**config.mk**
```make
export PLATFORM = sky130hd
export DESIGN_NAME = lcfpg_top
export DESIGN_NICKNAME = d
export VERILOG_FILES = /design/src/inc/lcfpg_pkg.sv /design/src/inc/lcfpg_phase_if.sv /design/src/rtl/lcfpg_phase_timer.sv /design/src/rtl/lcfpg_top.sv
export SDC_FILE = /design/constraint.sdc
export NUM_CORES = 2
export LEC_CHECK = 0
export BUFFER_PORTS_ARGS = -buffer_cell sky130_fd_sc_hd__buf_2
export CAP_MARGIN = 20
export CELL_PAD_IN_SITES_DETAIL_PLACEMENT = 0
export CELL_PAD_IN_SITES_GLOBAL_PLACEMENT = 1
export CORE_MARGIN = 2
export CORE_UTILIZATION = 55
export CTS_CLUSTER_DIAMETER = 120
export CTS_CLUSTER_SIZE = 20
export DETAILED_ROUTE_END_ITERATION = 8
export PLACE_DENSITY = 0.95
export SYNTH_ARGS = -nofsm -noshare
export SYNTH_HDL_FRONTEND = slang
export SYNTH_SLANG_ARGS = --single-unit
```
**constraint.sdc**
```tcl
create_clock -name REF_CLK -period 27.8 [get_ports REF_CLK]
set_input_delay 2.78 -clock REF_CLK [delete_from_list [all_inputs] [get_ports REF_CLK]]
set_output_delay 2.78 -clock REF_CLK [all_outputs]
set_load 0.02 [all_outputs]
```
**src/inc/lcfpg_pkg.sv**
```systemverilog
// Package: constants and types of the line-cycle firing pattern generator
package lcfpg_pkg;
    // Reference clock rate
    localparam int unsigned CLK_HZ = 10_000_000;
    // Register byte offsets
    localparam logic [7:0] ADDR_CTRL     = 8'h00;
    localparam logic [7:0] ADDR_DEMAND   = 8'h04;
    localparam logic [7:0] ADDR_MIN_CYC  = 8'h08;
    localparam logic [7:0] ADDR_RAMP_HC  = 8'h0C;
    localparam logic [7:0] ADDR_DLY_DEG  = 8'h10;
    localparam logic [7:0] ADDR_DLY_HC   = 8'h14;
    localparam logic [7:0] ADDR_CYC_TIME = 8'h18;
    localparam logic [7:0] ADDR_STATUS   = 8'h1C;
    localparam logic [7:0] ADDR_HALF_PER = 8'h20;
    // Control register fields
    localparam int CTRL_MODE_LSB = 0;
    localparam int CTRL_MODE_MSB = 2;
    localparam int CTRL_FOLLOW   = 3;
    localparam int CTRL_LIM_EN   = 4;
    localparam int CTRL_ENABLE   = 5;
    // Reset values
    localparam logic [2:0]  RST_MODE     = 3'h0;
    localparam logic [6:0]  RST_DEMAND   = 7'h00;
    localparam logic [7:0]  RST_MIN_CYC  = 8'h01;
    localparam logic [7:0]  RST_RAMP_HC  = 8'h00;
    localparam logic [7:0]  RST_DLY_DEG  = 8'h50;
    localparam logic [7:0]  RST_DLY_HC   = 8'h01;
    localparam logic [15:0] RST_CYC_TIME = 16'h0258;
    // Demand and angle scales
    localparam logic [6:0]  FULL_PCT      = 7'h64;
    localparam logic [8:0]  HALF_TURN_DEG = 9'h0B4;
    // Widths of the half-period timer and the spreading accumulator
    localparam int HP_W  = 20;
    localparam int ACC_W = 18;
    // Firing modes
    typedef enum logic [2:0] {
        MODE_TPROP  = 3'h0,
        MODE_SINGLE = 3'h1,
        MODE_BURST  = 3'h2,
        MODE_RAMP   = 3'h3,
        MODE_DELAY  = 3'h4
    } lcfpg_mode_type;
    // Load states, Gray coded along off, fire, on
    typedef enum logic [1:0] {
        ST_OFF  = 2'h0,
        ST_FIRE = 2'h1,
        ST_ON   = 2'h3
    } lcfpg_state_type;
endpackage

```
**src/inc/lcfpg_phase_if.sv**
```systemverilog
// Interface between pattern logic and the half-cycle phase timer
`timescale 1ns/1ps
`default_nettype none
interface lcfpg_phase_if;
    import lcfpg_pkg::*;
    logic            zc;
    logic [7:0]      num;
    logic [8:0]      den;
    logic            fire;
    logic [HP_W-1:0] half_period;
    modport ctrl  (output zc, num, den, input fire, half_period);
    modport timer (input zc, num, den, output fire, half_period);
endinterface
`default_nettype wire

```
**src/rtl/lcfpg_phase_timer.sv**
```systemverilog
// Half-cycle timer: measures the half period and fires at a set fraction
`timescale 1ns/1ps
`default_nettype none
module lcfpg_phase_timer
    import lcfpg_pkg::*;
(
    // Clock and reset
    input  wire logic    clk,
    input  wire logic    arst_n,
    // Pattern side
    lcfpg_phase_if.timer ph
);
    localparam int PW = HP_W + 9;

    typedef struct packed {
        logic [HP_W-1:0] cnt;
        logic [HP_W-1:0] per;
        logic            fire;
    } lcfpg_tmr_type;

    lcfpg_tmr_type q;
    lcfpg_tmr_type d;
    logic [PW-1:0] lhs;
    logic [PW-1:0] rhs;

    //////////////////////////////////////////////////////////////////////////
    // Fire once elapsed/period reaches num/den; uses last half period
    always_comb begin
        d   = q;
        lhs = PW'(q.cnt) * PW'(ph.den);
        rhs = PW'(q.per) * PW'(ph.num);
        if (ph.zc) begin
            d.cnt  = '0;
            d.per  = q.cnt;
            d.fire = 1'b0;
        end else begin
            // Saturate so a stopped line never wraps the count
            if (q.cnt != '1) begin
                d.cnt = q.cnt + 1'b1;
            end
            if (lhs >= rhs) begin
                d.fire = 1'b1;
            end
        end
    end

    // State register
    always_ff @(posedge clk or negedge arst_n) begin
        if (!arst_n) begin
            q <= '0;
        end else begin
            q <= d;
        end
    end

    assign ph.fire        = q.fire;
    assign ph.half_period = q.per;
endmodule
`default_nettype wire

```
**src/rtl/lcfpg_top.sv**
```systemverilog
// Line-cycle firing pattern generator with APB register slave
//
// The register offsets and the APB slave port were chosen for this implementation.
`timescale 1ns/1ps
`default_nettype none
//////////////////////////////////////////////////////////////////////////////
//////////////////////////////////////////////////////////////////////////////
module lcfpg_top
    import lcfpg_pkg::*;
(
    // Clock and reset
    input  wire logic        REF_CLK,
    input  wire logic        ARST_N,
    // APB slave
    input  wire logic        PSEL,
    input  wire logic        PENABLE,
    input  wire logic        PWRITE,
    input  wire logic [7:0]  PADDR,
    input  wire logic [31:0] PWDATA,
    output logic      [31:0] PRDATA,
    output logic             PREADY,
    output logic             PSLVERR,
    // Line and control pins
    input  wire logic        LINE_PHASE,
    input  wire logic        CTRL_IN,
    input  wire logic        OVER_CURRENT,
    // Gate drive
    output logic             GATE_DRIVE,
    output logic             LOAD_ON
);
    //////////////////////////////////////////////////////////////////////////
    // All state of the block
    typedef struct packed {
        // Software registers
        logic [2:0]      mode;
        logic            follow;
        logic            lim_en;
        logic            en;
        logic [6:0]      demand;
        logic [7:0]      min_cyc;
        logic [7:0]      ramp_hc;
        logic [7:0]      dly_deg;
        logic [7:0]      dly_hc;
        logic [15:0]     cyc_time;
        logic [31:0]     rdata;
        logic            slverr;
        // Pin synchronisers; ph_s[2] is the edge-detect stage
        logic [2:0]      ph_s;
        logic [1:0]      in_s;
        logic [1:0]      oc_s;
        // Settings held for the running line cycle
        lcfpg_mode_type  c_mode;
        logic            c_follow;
        logic [6:0]      c_dem;
        logic [7:0]      c_min;
        logic [7:0]      c_ramp;
        logic [7:0]      c_dly;
        logic [7:0]      c_dhc;
        logic [15:0]     c_ct;
        // Pattern state
        lcfpg_state_type st;
        logic            want;
        logic            load_on;
        logic            lim;
        logic [7:0]      run;
        logic [15:0]     pos;
        logic [ACC_W-1:0] acc;
        logic [7:0]      hc_left;
    } lcfpg_core_type;

    lcfpg_core_type q;
    lcfpg_core_type d;

    lcfpg_phase_if ph ();

    logic                    zc_edge;
    logic                    line_edge;
    logic                    lim_now;
    logic                    gate_w;
    logic                    cont;
    logic                    want_n;
    logic                    tp_on;
    logic [7:0]              n_run;
    logic signed [ACC_W-1:0] dn;
    logic signed [ACC_W-1:0] fn;
    logic signed [ACC_W-1:0] sum;

    //////////////////////////////////////////////////////////////////////////
    // Run length of one decision: one cycle, or the minimum (never zero)
    function automatic logic [7:0] run_len(input lcfpg_mode_type m,
                                           input logic [7:0] mn);
        if (m == MODE_TPROP || m == MODE_SINGLE || mn == 8'h00) begin
            return 8'h01;
        end
        return mn;
    endfunction

    // Follow role only in the pure zero-cross modes, never with phase firing
    function automatic logic follow_ok(input lcfpg_mode_type m);
        return (m == MODE_TPROP || m == MODE_SINGLE || m == MODE_BURST);
    endfunction

    // Clamp a written demand to full output
    function automatic logic [6:0] clamp_pct(input logic [31:0] v);
        if (v > 32'(FULL_PCT)) begin
            return FULL_PCT;
        end
        return v[6:0];
    endfunction

    //////////////////////////////////////////////////////////////////////////
    // Zero crossings: any edge of the line phase; rising edge ends a cycle
    assign zc_edge   = q.ph_s[1] ^ q.ph_s[2];
    assign line_edge = q.ph_s[1] & ~q.ph_s[2];
    assign lim_now   = q.lim_en & q.oc_s[1];

    //////////////////////////////////////////////////////////////////////////
    // Next-state logic
    always_comb begin
        d      = q;
        cont   = 1'b0;
        want_n = q.want;
        tp_on  = 1'b0;
        n_run  = 8'h01;
        dn     = '0;
        fn     = '0;
        sum    = '0;

        // Two-stage synchronisers, then one more stage for edge detect
        d.ph_s = {q.ph_s[1:0], LINE_PHASE};
        d.in_s = {q.in_s[0], CTRL_IN};
        d.oc_s = {q.oc_s[0], OVER_CURRENT};

        // APB read data and error, captured in the setup phase
        if (PSEL && !PENABLE) begin
            d.slverr = 1'b0;
            case (PADDR)
                ADDR_CTRL:     d.rdata = {26'h0, q.en, q.lim_en, q.follow,
                                          q.mode};
                ADDR_DEMAND:   d.rdata = {25'h0, q.demand};
                ADDR_MIN_CYC:  d.rdata = {24'h0, q.min_cyc};
                ADDR_RAMP_HC:  d.rdata = {24'h0, q.ramp_hc};
                ADDR_DLY_DEG:  d.rdata = {24'h0, q.dly_deg};
                ADDR_DLY_HC:   d.rdata = {24'h0, q.dly_hc};
                ADDR_CYC_TIME: d.rdata = {16'h0, q.cyc_time};
                ADDR_STATUS:   d.rdata = {26'h0, q.want, q.lim, q.in_s[1],
                                          q.st == ST_FIRE, gate_w,
                                          q.load_on};
                ADDR_HALF_PER: d.rdata = 32'(ph.half_period);
                default: begin
                    d.rdata  = 32'h0;
                    d.slverr = 1'b1;
                end
            endcase
        end

        // APB writes take effect in the access phase
        if (PSEL && PENABLE && PWRITE) begin
            case (PADDR)
                ADDR_CTRL: begin
                    d.mode   = PWDATA[CTRL_MODE_MSB:CTRL_MODE_LSB];
                    d.follow = PWDATA[CTRL_FOLLOW];
                    d.lim_en = PWDATA[CTRL_LIM_EN];
                    d.en     = PWDATA[CTRL_ENABLE];
                end
                ADDR_DEMAND:   d.demand   = clamp_pct(PWDATA);
                ADDR_MIN_CYC:  d.min_cyc  = PWDATA[7:0];
                ADDR_RAMP_HC:  d.ramp_hc  = PWDATA[7:0];
                ADDR_DLY_DEG:  d.dly_deg  = PWDATA[7:0];
                ADDR_DLY_HC:   d.dly_hc   = PWDATA[7:0];
                ADDR_CYC_TIME: d.cyc_time = PWDATA[15:0];
                default: ;
            endcase
        end

        // Settings change only at a line-cycle boundary
        if (line_edge) begin
            d.c_mode   = lcfpg_mode_type'(q.mode);
            d.c_follow = q.follow;
            d.c_dem    = q.demand;
            d.c_min    = q.min_cyc;
            d.c_ramp   = q.ramp_hc;
            d.c_dly    = q.dly_deg;
            d.c_dhc    = q.dly_hc;
            d.c_ct     = q.cyc_time;
        end
        cont = d.c_follow && follow_ok(d.c_mode);

        // Phase-fired half cycles count down at every zero crossing
        if (zc_edge && q.st == ST_FIRE) begin
            if (q.hc_left <= 8'h01) begin
                d.st      = ST_ON;
                d.hc_left = 8'h00;
            end else begin
                d.hc_left = q.hc_left - 8'h01;
            end
        end

        if (zc_edge) begin
            d.lim = lim_now;
        end

        if (zc_edge && (!q.en || cont)) begin
            // Contactor: no demand, no spreading, just the input
            want_n    = q.en & q.in_s[1];
            d.want    = want_n;
            d.load_on = want_n & ~lim_now;
            d.st      = d.load_on ? ST_ON : ST_OFF;
            d.run     = 8'h00;
            d.hc_left = 8'h00;
        end else if (line_edge) begin
            // Time-proportioned window position
            if (q.pos + 16'h0001 >= d.c_ct) begin
                d.pos = 16'h0000;
            end else begin
                d.pos = q.pos + 16'h0001;
            end
            tp_on = (32'(q.pos) * 32'(FULL_PCT)) <
                    (32'(d.c_dem) * 32'(d.c_ct));
            if (q.run > 8'h01) begin
                // Inside a run: hold the decision
                d.run  = q.run - 8'h01;
                want_n = q.want;
            end else begin
                n_run = run_len(d.c_mode, d.c_min);
                dn    = ACC_W'(d.c_dem) * ACC_W'(n_run);
                fn    = ACC_W'(FULL_PCT) * ACC_W'(n_run);
                sum   = $signed(q.acc) + dn;
                case (d.c_mode)
                    MODE_TPROP: begin
                        want_n = tp_on;
                    end
                    MODE_SINGLE, MODE_BURST, MODE_RAMP, MODE_DELAY: begin
                        // Error feedback spreads runs by demand
                        if (d.c_dem >= FULL_PCT) begin
                            want_n = 1'b1;
                        end else if (d.c_dem == 7'h00) begin
                            want_n = 1'b0;
                        end else begin
                            want_n = sum >= (fn >>> 1);
                        end
                        d.acc = ACC_W'(sum - (want_n ? fn : '0));
                    end
                    default: begin
                        want_n = 1'b0;
                    end
                endcase
                d.run = n_run;
            end
            d.want    = want_n;
            d.load_on = want_n & ~lim_now;
            if (!d.load_on) begin
                d.st      = ST_OFF;
                d.hc_left = 8'h00;
            end else if (!q.load_on) begin
                // New burst: optional phase-fired start
                if (d.c_mode == MODE_RAMP && d.c_ramp != 8'h00) begin
                    d.st      = ST_FIRE;
                    d.hc_left = d.c_ramp;
                end else if (d.c_mode == MODE_DELAY && d.c_dhc != 8'h00) begin
                    d.st      = ST_FIRE;
                    d.hc_left = d.c_dhc;
                end else begin
                    d.st = ST_ON;
                end
            end
        end
    end

    //////////////////////////////////////////////////////////////////////////
    // State register; async reset loads constants only
    always_ff @(posedge REF_CLK or negedge ARST_N) begin
        if (!ARST_N) begin
            q          <= '0;
            q.mode     <= RST_MODE;
            q.demand   <= RST_DEMAND;
            q.min_cyc  <= RST_MIN_CYC;
            q.ramp_hc  <= RST_RAMP_HC;
            q.dly_deg  <= RST_DLY_DEG;
            q.dly_hc   <= RST_DLY_HC;
            q.cyc_time <= RST_CYC_TIME;
            q.c_min    <= RST_MIN_CYC;
            q.c_ct     <= RST_CYC_TIME;
            q.st       <= ST_OFF;
        end else begin
            q <= d;
        end
    end

    //////////////////////////////////////////////////////////////////////////
    // Phase timer: ramp angle falls 180*left/(n+1); delay is a fixed angle
    assign ph.zc  = zc_edge;
    assign ph.num = (q.c_mode == MODE_RAMP) ? q.hc_left : q.c_dly;
    assign ph.den = (q.c_mode == MODE_RAMP) ? ({1'b0, q.c_ramp} + 9'h001)
                                            : HALF_TURN_DEG;

    lcfpg_phase_timer u_timer (
        .clk    (REF_CLK),
        .arst_n (ARST_N),
        .ph     (ph)
    );

    // Gate waits for the timer while a start half cycle is phase fired
    assign gate_w = q.load_on & ((q.st != ST_FIRE) | ph.fire);

    // Outputs; zero-wait APB
    assign GATE_DRIVE = gate_w;
    assign LOAD_ON    = q.load_on;
    assign PRDATA     = q.rdata;
    assign PREADY     = 1'b1;
    assign PSLVERR    = q.slverr & PSEL & PENABLE;
endmodule
`default_nettype wire

```
==> run metrics <==
status completed; largest area contributor in the netlist fa_1; Nets 4242; First-pass DRT Iterations 9; area share of the largest cell type after synthesis 0.220; CTS resizes 0; fin crit period about 12 ns; Vias/cell around 5.7; leakage dissipation approximately 18 nW; Worst Path Required 28.20 ns; number of synthesized register bits 244; sequential share of power 0.413; starting DRC count in detailed routing ~1300; Area Growth Syn to Fin 4.50%; final slew viol count 0; hpwl dp 63.0 mm; IO buf count 70; Post-CTS Setup Inserts 0; I/O Pins 84; final routed DRC violation total 0; Slowest cell on crit path nor3_1; antenna violations before repair 3; cts-stage hold buffer count 0; CTS Buf Count 17; first-pass GRT wire length 131 mm; post-synthesis average cell area a little over 9 µm²; R2R Path Start q[120]$_DFF_PN0_; YS warnings 0; routed via count ~24000; clk buf depth 3; vias in the first global route 25167; clk_lat worst skew between 0.5 and 0.6 ns; ys async rst share 1.00; TNS Setup 0 ns; CTS sink count ~240; Area contributors post-synth fa_1 (22%), dfrtp_1 (18%), ha_1 (15%); register area share after synthesis 0.193; CP Max Fanout 41; Final Hold Viols 0; number of cells on the worst reg-to-reg path 50; Core Rows 88; Critical Path End Type register; gr ovfl total 0; largest net degree at the start of global routing 96; Worst-path clk slew roughly 0.09 ns; max frequency about 0.084 GHz; Final Wtd Congestion about 0.92; Hold Path Cell Cnt 0; switch share 0.356; switching pwr 0.000338 W; Root Driver clkbuf_16; Yosys cell types between 90 and 100; Final Skew about 0.028 ns; peak supply drop roughly 0.037 mV; Core Footprint ~0.057 mm²; number of synthesized flops with an enable pin 0; dominant synthesized flop cell dfrtp_1; Slew headroom 0.341; type of element launching the critical path register; # fillers slightly above 5000; GRT Total Usage 0.273; Comb pwr share 0.304; CTS tree built; Die W 244 µm; worst hold margin approximately 0.36 ns; layout cells sized above 1 0.0786; Hold Path End q[117]$_DFF_PN0_; final setup fails 0; min-delay src d[117]$_DFF_PN0_; r2r endpoint q[24]$_DFFE_PN0P_; wirelength, routed a little under 80 mm; PwrDens roughly 29 mW/mm²; H-tree depth 1; Post-DRT Antenna Nets 0; setup slack, reg-to-reg roughly 16 ns; Crit path largest cell delay between 0.7 and 0.8 ns; HP Class reg -> reg; Mapped Cells approximately 3500; Clock power frac 0.284; max-cap viol count 0; CP dominant cell by count inv_1; Avg WL per Cell 18.6 µm; DIE AREA 0.0596 mm²; Final period util 0.431; cell-internal power 0.000613 W; Crit path arrival time 12.37 ns; cell area after synthesis between 0.03 and 0.04 mm²; RSZ-0062 raised after global routing false; Vert. Die Dim around 240 µm; crit path kind reg -> reg; worst-margin pin slew between 0.9 and 1 ns; Initial Utilization 0.553
[cell usage in the layout (no fill, tap or decap), types with 53 or more instances in the layout]
cell type / synthesis / final
mux2_2: 95 / 95
xnor2_1: 89 / 89
and2_1: 66 / 66
a21oi_1: 125 / 125
buf_2: 2 / 69
o21ai_0: 110 / 108
fa_1: 349 / 349
mux2i_1: 60 / 59
nand3_1: 53 / 53
xor2_1: 71 / 71
nor2b_1: 81 / 81
ha_1: 368 / 367
nand2_1: 483 / 483
inv_1: 461 / 461
nor2_1: 212 / 212
dfrtp_1: 231 / 231
a21o_1: 54 / 54
[cells in the mapped netlist, types with 19 or more instances]
cell type,number
nand4_1,22
mux2i_1,60
nor3_1,42
nand2_1,483
nor2b_1,81
ha_1,368
dfrtp_1,231
xnor2_1,89
mux2_2,95
a21o_1,54
xor2_1,71
nand2b_1,44
inv_1,461
buf_1,21
fa_1,349
buf_4,38
and2_1,66
nand3_1,53
and3_1,21
a21oi_1,125
o21ai_0,110
o22ai_1,20
a211oi_1,19
clkbuf_1,97
nor2_1,212
nor4_1,20
[worst max path at each step]
stage,from,to,slack (ns),depth (start not counted)
finish,q[120]$_DFF_PN0_,q[24]$_DFFE_PN0P_,15.83,50
global route,q[120]$_DFF_PN0_,q[24]$_DFFE_PN0P_,14.66,50
global placement,q[120]$_DFF_PN0_,q[24]$_DFFE_PN0P_,16.16,50
CTS,q[120]$_DFF_PN0_,q[24]$_DFFE_PN0P_,15.84,50
floorplan,d[120]$_DFF_PN0_,q[24]$_DFFE_PN0P_,17.52,53
detailed placement,q[120]$_DFF_PN0_,q[24]$_DFFE_PN0P_,15.89,50
[metal layers]
metal / up-vias / GRT usage / share of wire
met5: - / 0 / 0.00034
met4: 4 / 0.113 / 0.044
met3: 179 / 0.0330 / 0.056
met2: 732 / 0.484 / 0.50
met1: 11996 / 0.337 / 0.40
li1: 11420 / - / -
[layout make-up]
class                   instances  area (µm²)  share of cell area
flip-flops and latches        244        6120               0.185
multi-input cells            2647       23200               0.699
clock buffers                  24         452              0.0136
inverters                     465        1750              0.0527
clock inverters                 6        78.8             0.00238
diodes                          1        2.50           0.0000755
repair buffers                102         621              0.0187
well taps                     765         957              0.0289
[logic make-up (layout without fill, tap and decap cells)]
| family | after synthesis | in the layout | synth area share |
|---|---|---|---|
| xor gates and xnor gates | 160 | 160 | 0.0442 |
| muxes | 158 | 158 | 0.0542 |
| AOI/OAI and AO/OA | 501 | 501 | 0.104 |
| other | 2 | 14 | 0.000237 |
| adders and majority gates | 717 | 717 | 0.365 |
| and+or+nand+nor | 1098 | 1098 | 0.160 |
| buffers and inverters | 625 | 597 | 0.0790 |
| DFF | 244 | 244 | 0.193 |
[power groups by stage]
| stage | registers, W | logic, W | clock network (W) |
|---|---|---|---|
| after floorplan | 0.000386 | 0.000217 | 0 |
| after global placement | 0.000399 | 0.000282 | 0 |
| after detailed placement | 0.000400 | 0.000286 | 0 |
| after CTS | 0.000393 | 0.000288 | 0.000276 |
| after global routing | 0.000395 | 0.000324 | 0.000288 |
| final | 0.000393 | 0.000289 | 0.000270 |
[registers in the layout (all words and copies together), names as in the netlist, named ones only]
register and flops:
LOAD_ON 1, PRDATA 20, d 4, q 177
u_timer.ph.fire 1, u_timer.ph.half_period 20, u_timer.q 20
[per-stage QoR]
stage	cells	setup slack [ns]	total power [W]	cell area, µm²	utilization
finish	4254	15.83	0.000952	33100	0.578
global route	4253	14.66	0.00101	33100	0.578
CTS	4252	15.84	0.000957	33100	0.577
detailed placement	4222	15.89	0.000685	32600	0.568
global placement	4222	16.16	0.000681	32600	0.568
floorplan	3516	17.52	0.000603	31800	-
[critical path: cells and delay by family, from the launching register on]
| kind | cells | cell delay, ns |
|---|---|---|
| compound gates | 16 | 3.51 |
| xor+xnor | 3 | 0.49 |
| fa+ha+maj | 10 | 4.14 |
| buf+inv | 7 | 0.81 |
| flops | 1 | 0.37 |
| mux | 2 | 0.32 |
| simple gates | 12 | 2.19 |
No activity file was read; power rests on OpenSTA's default activity.
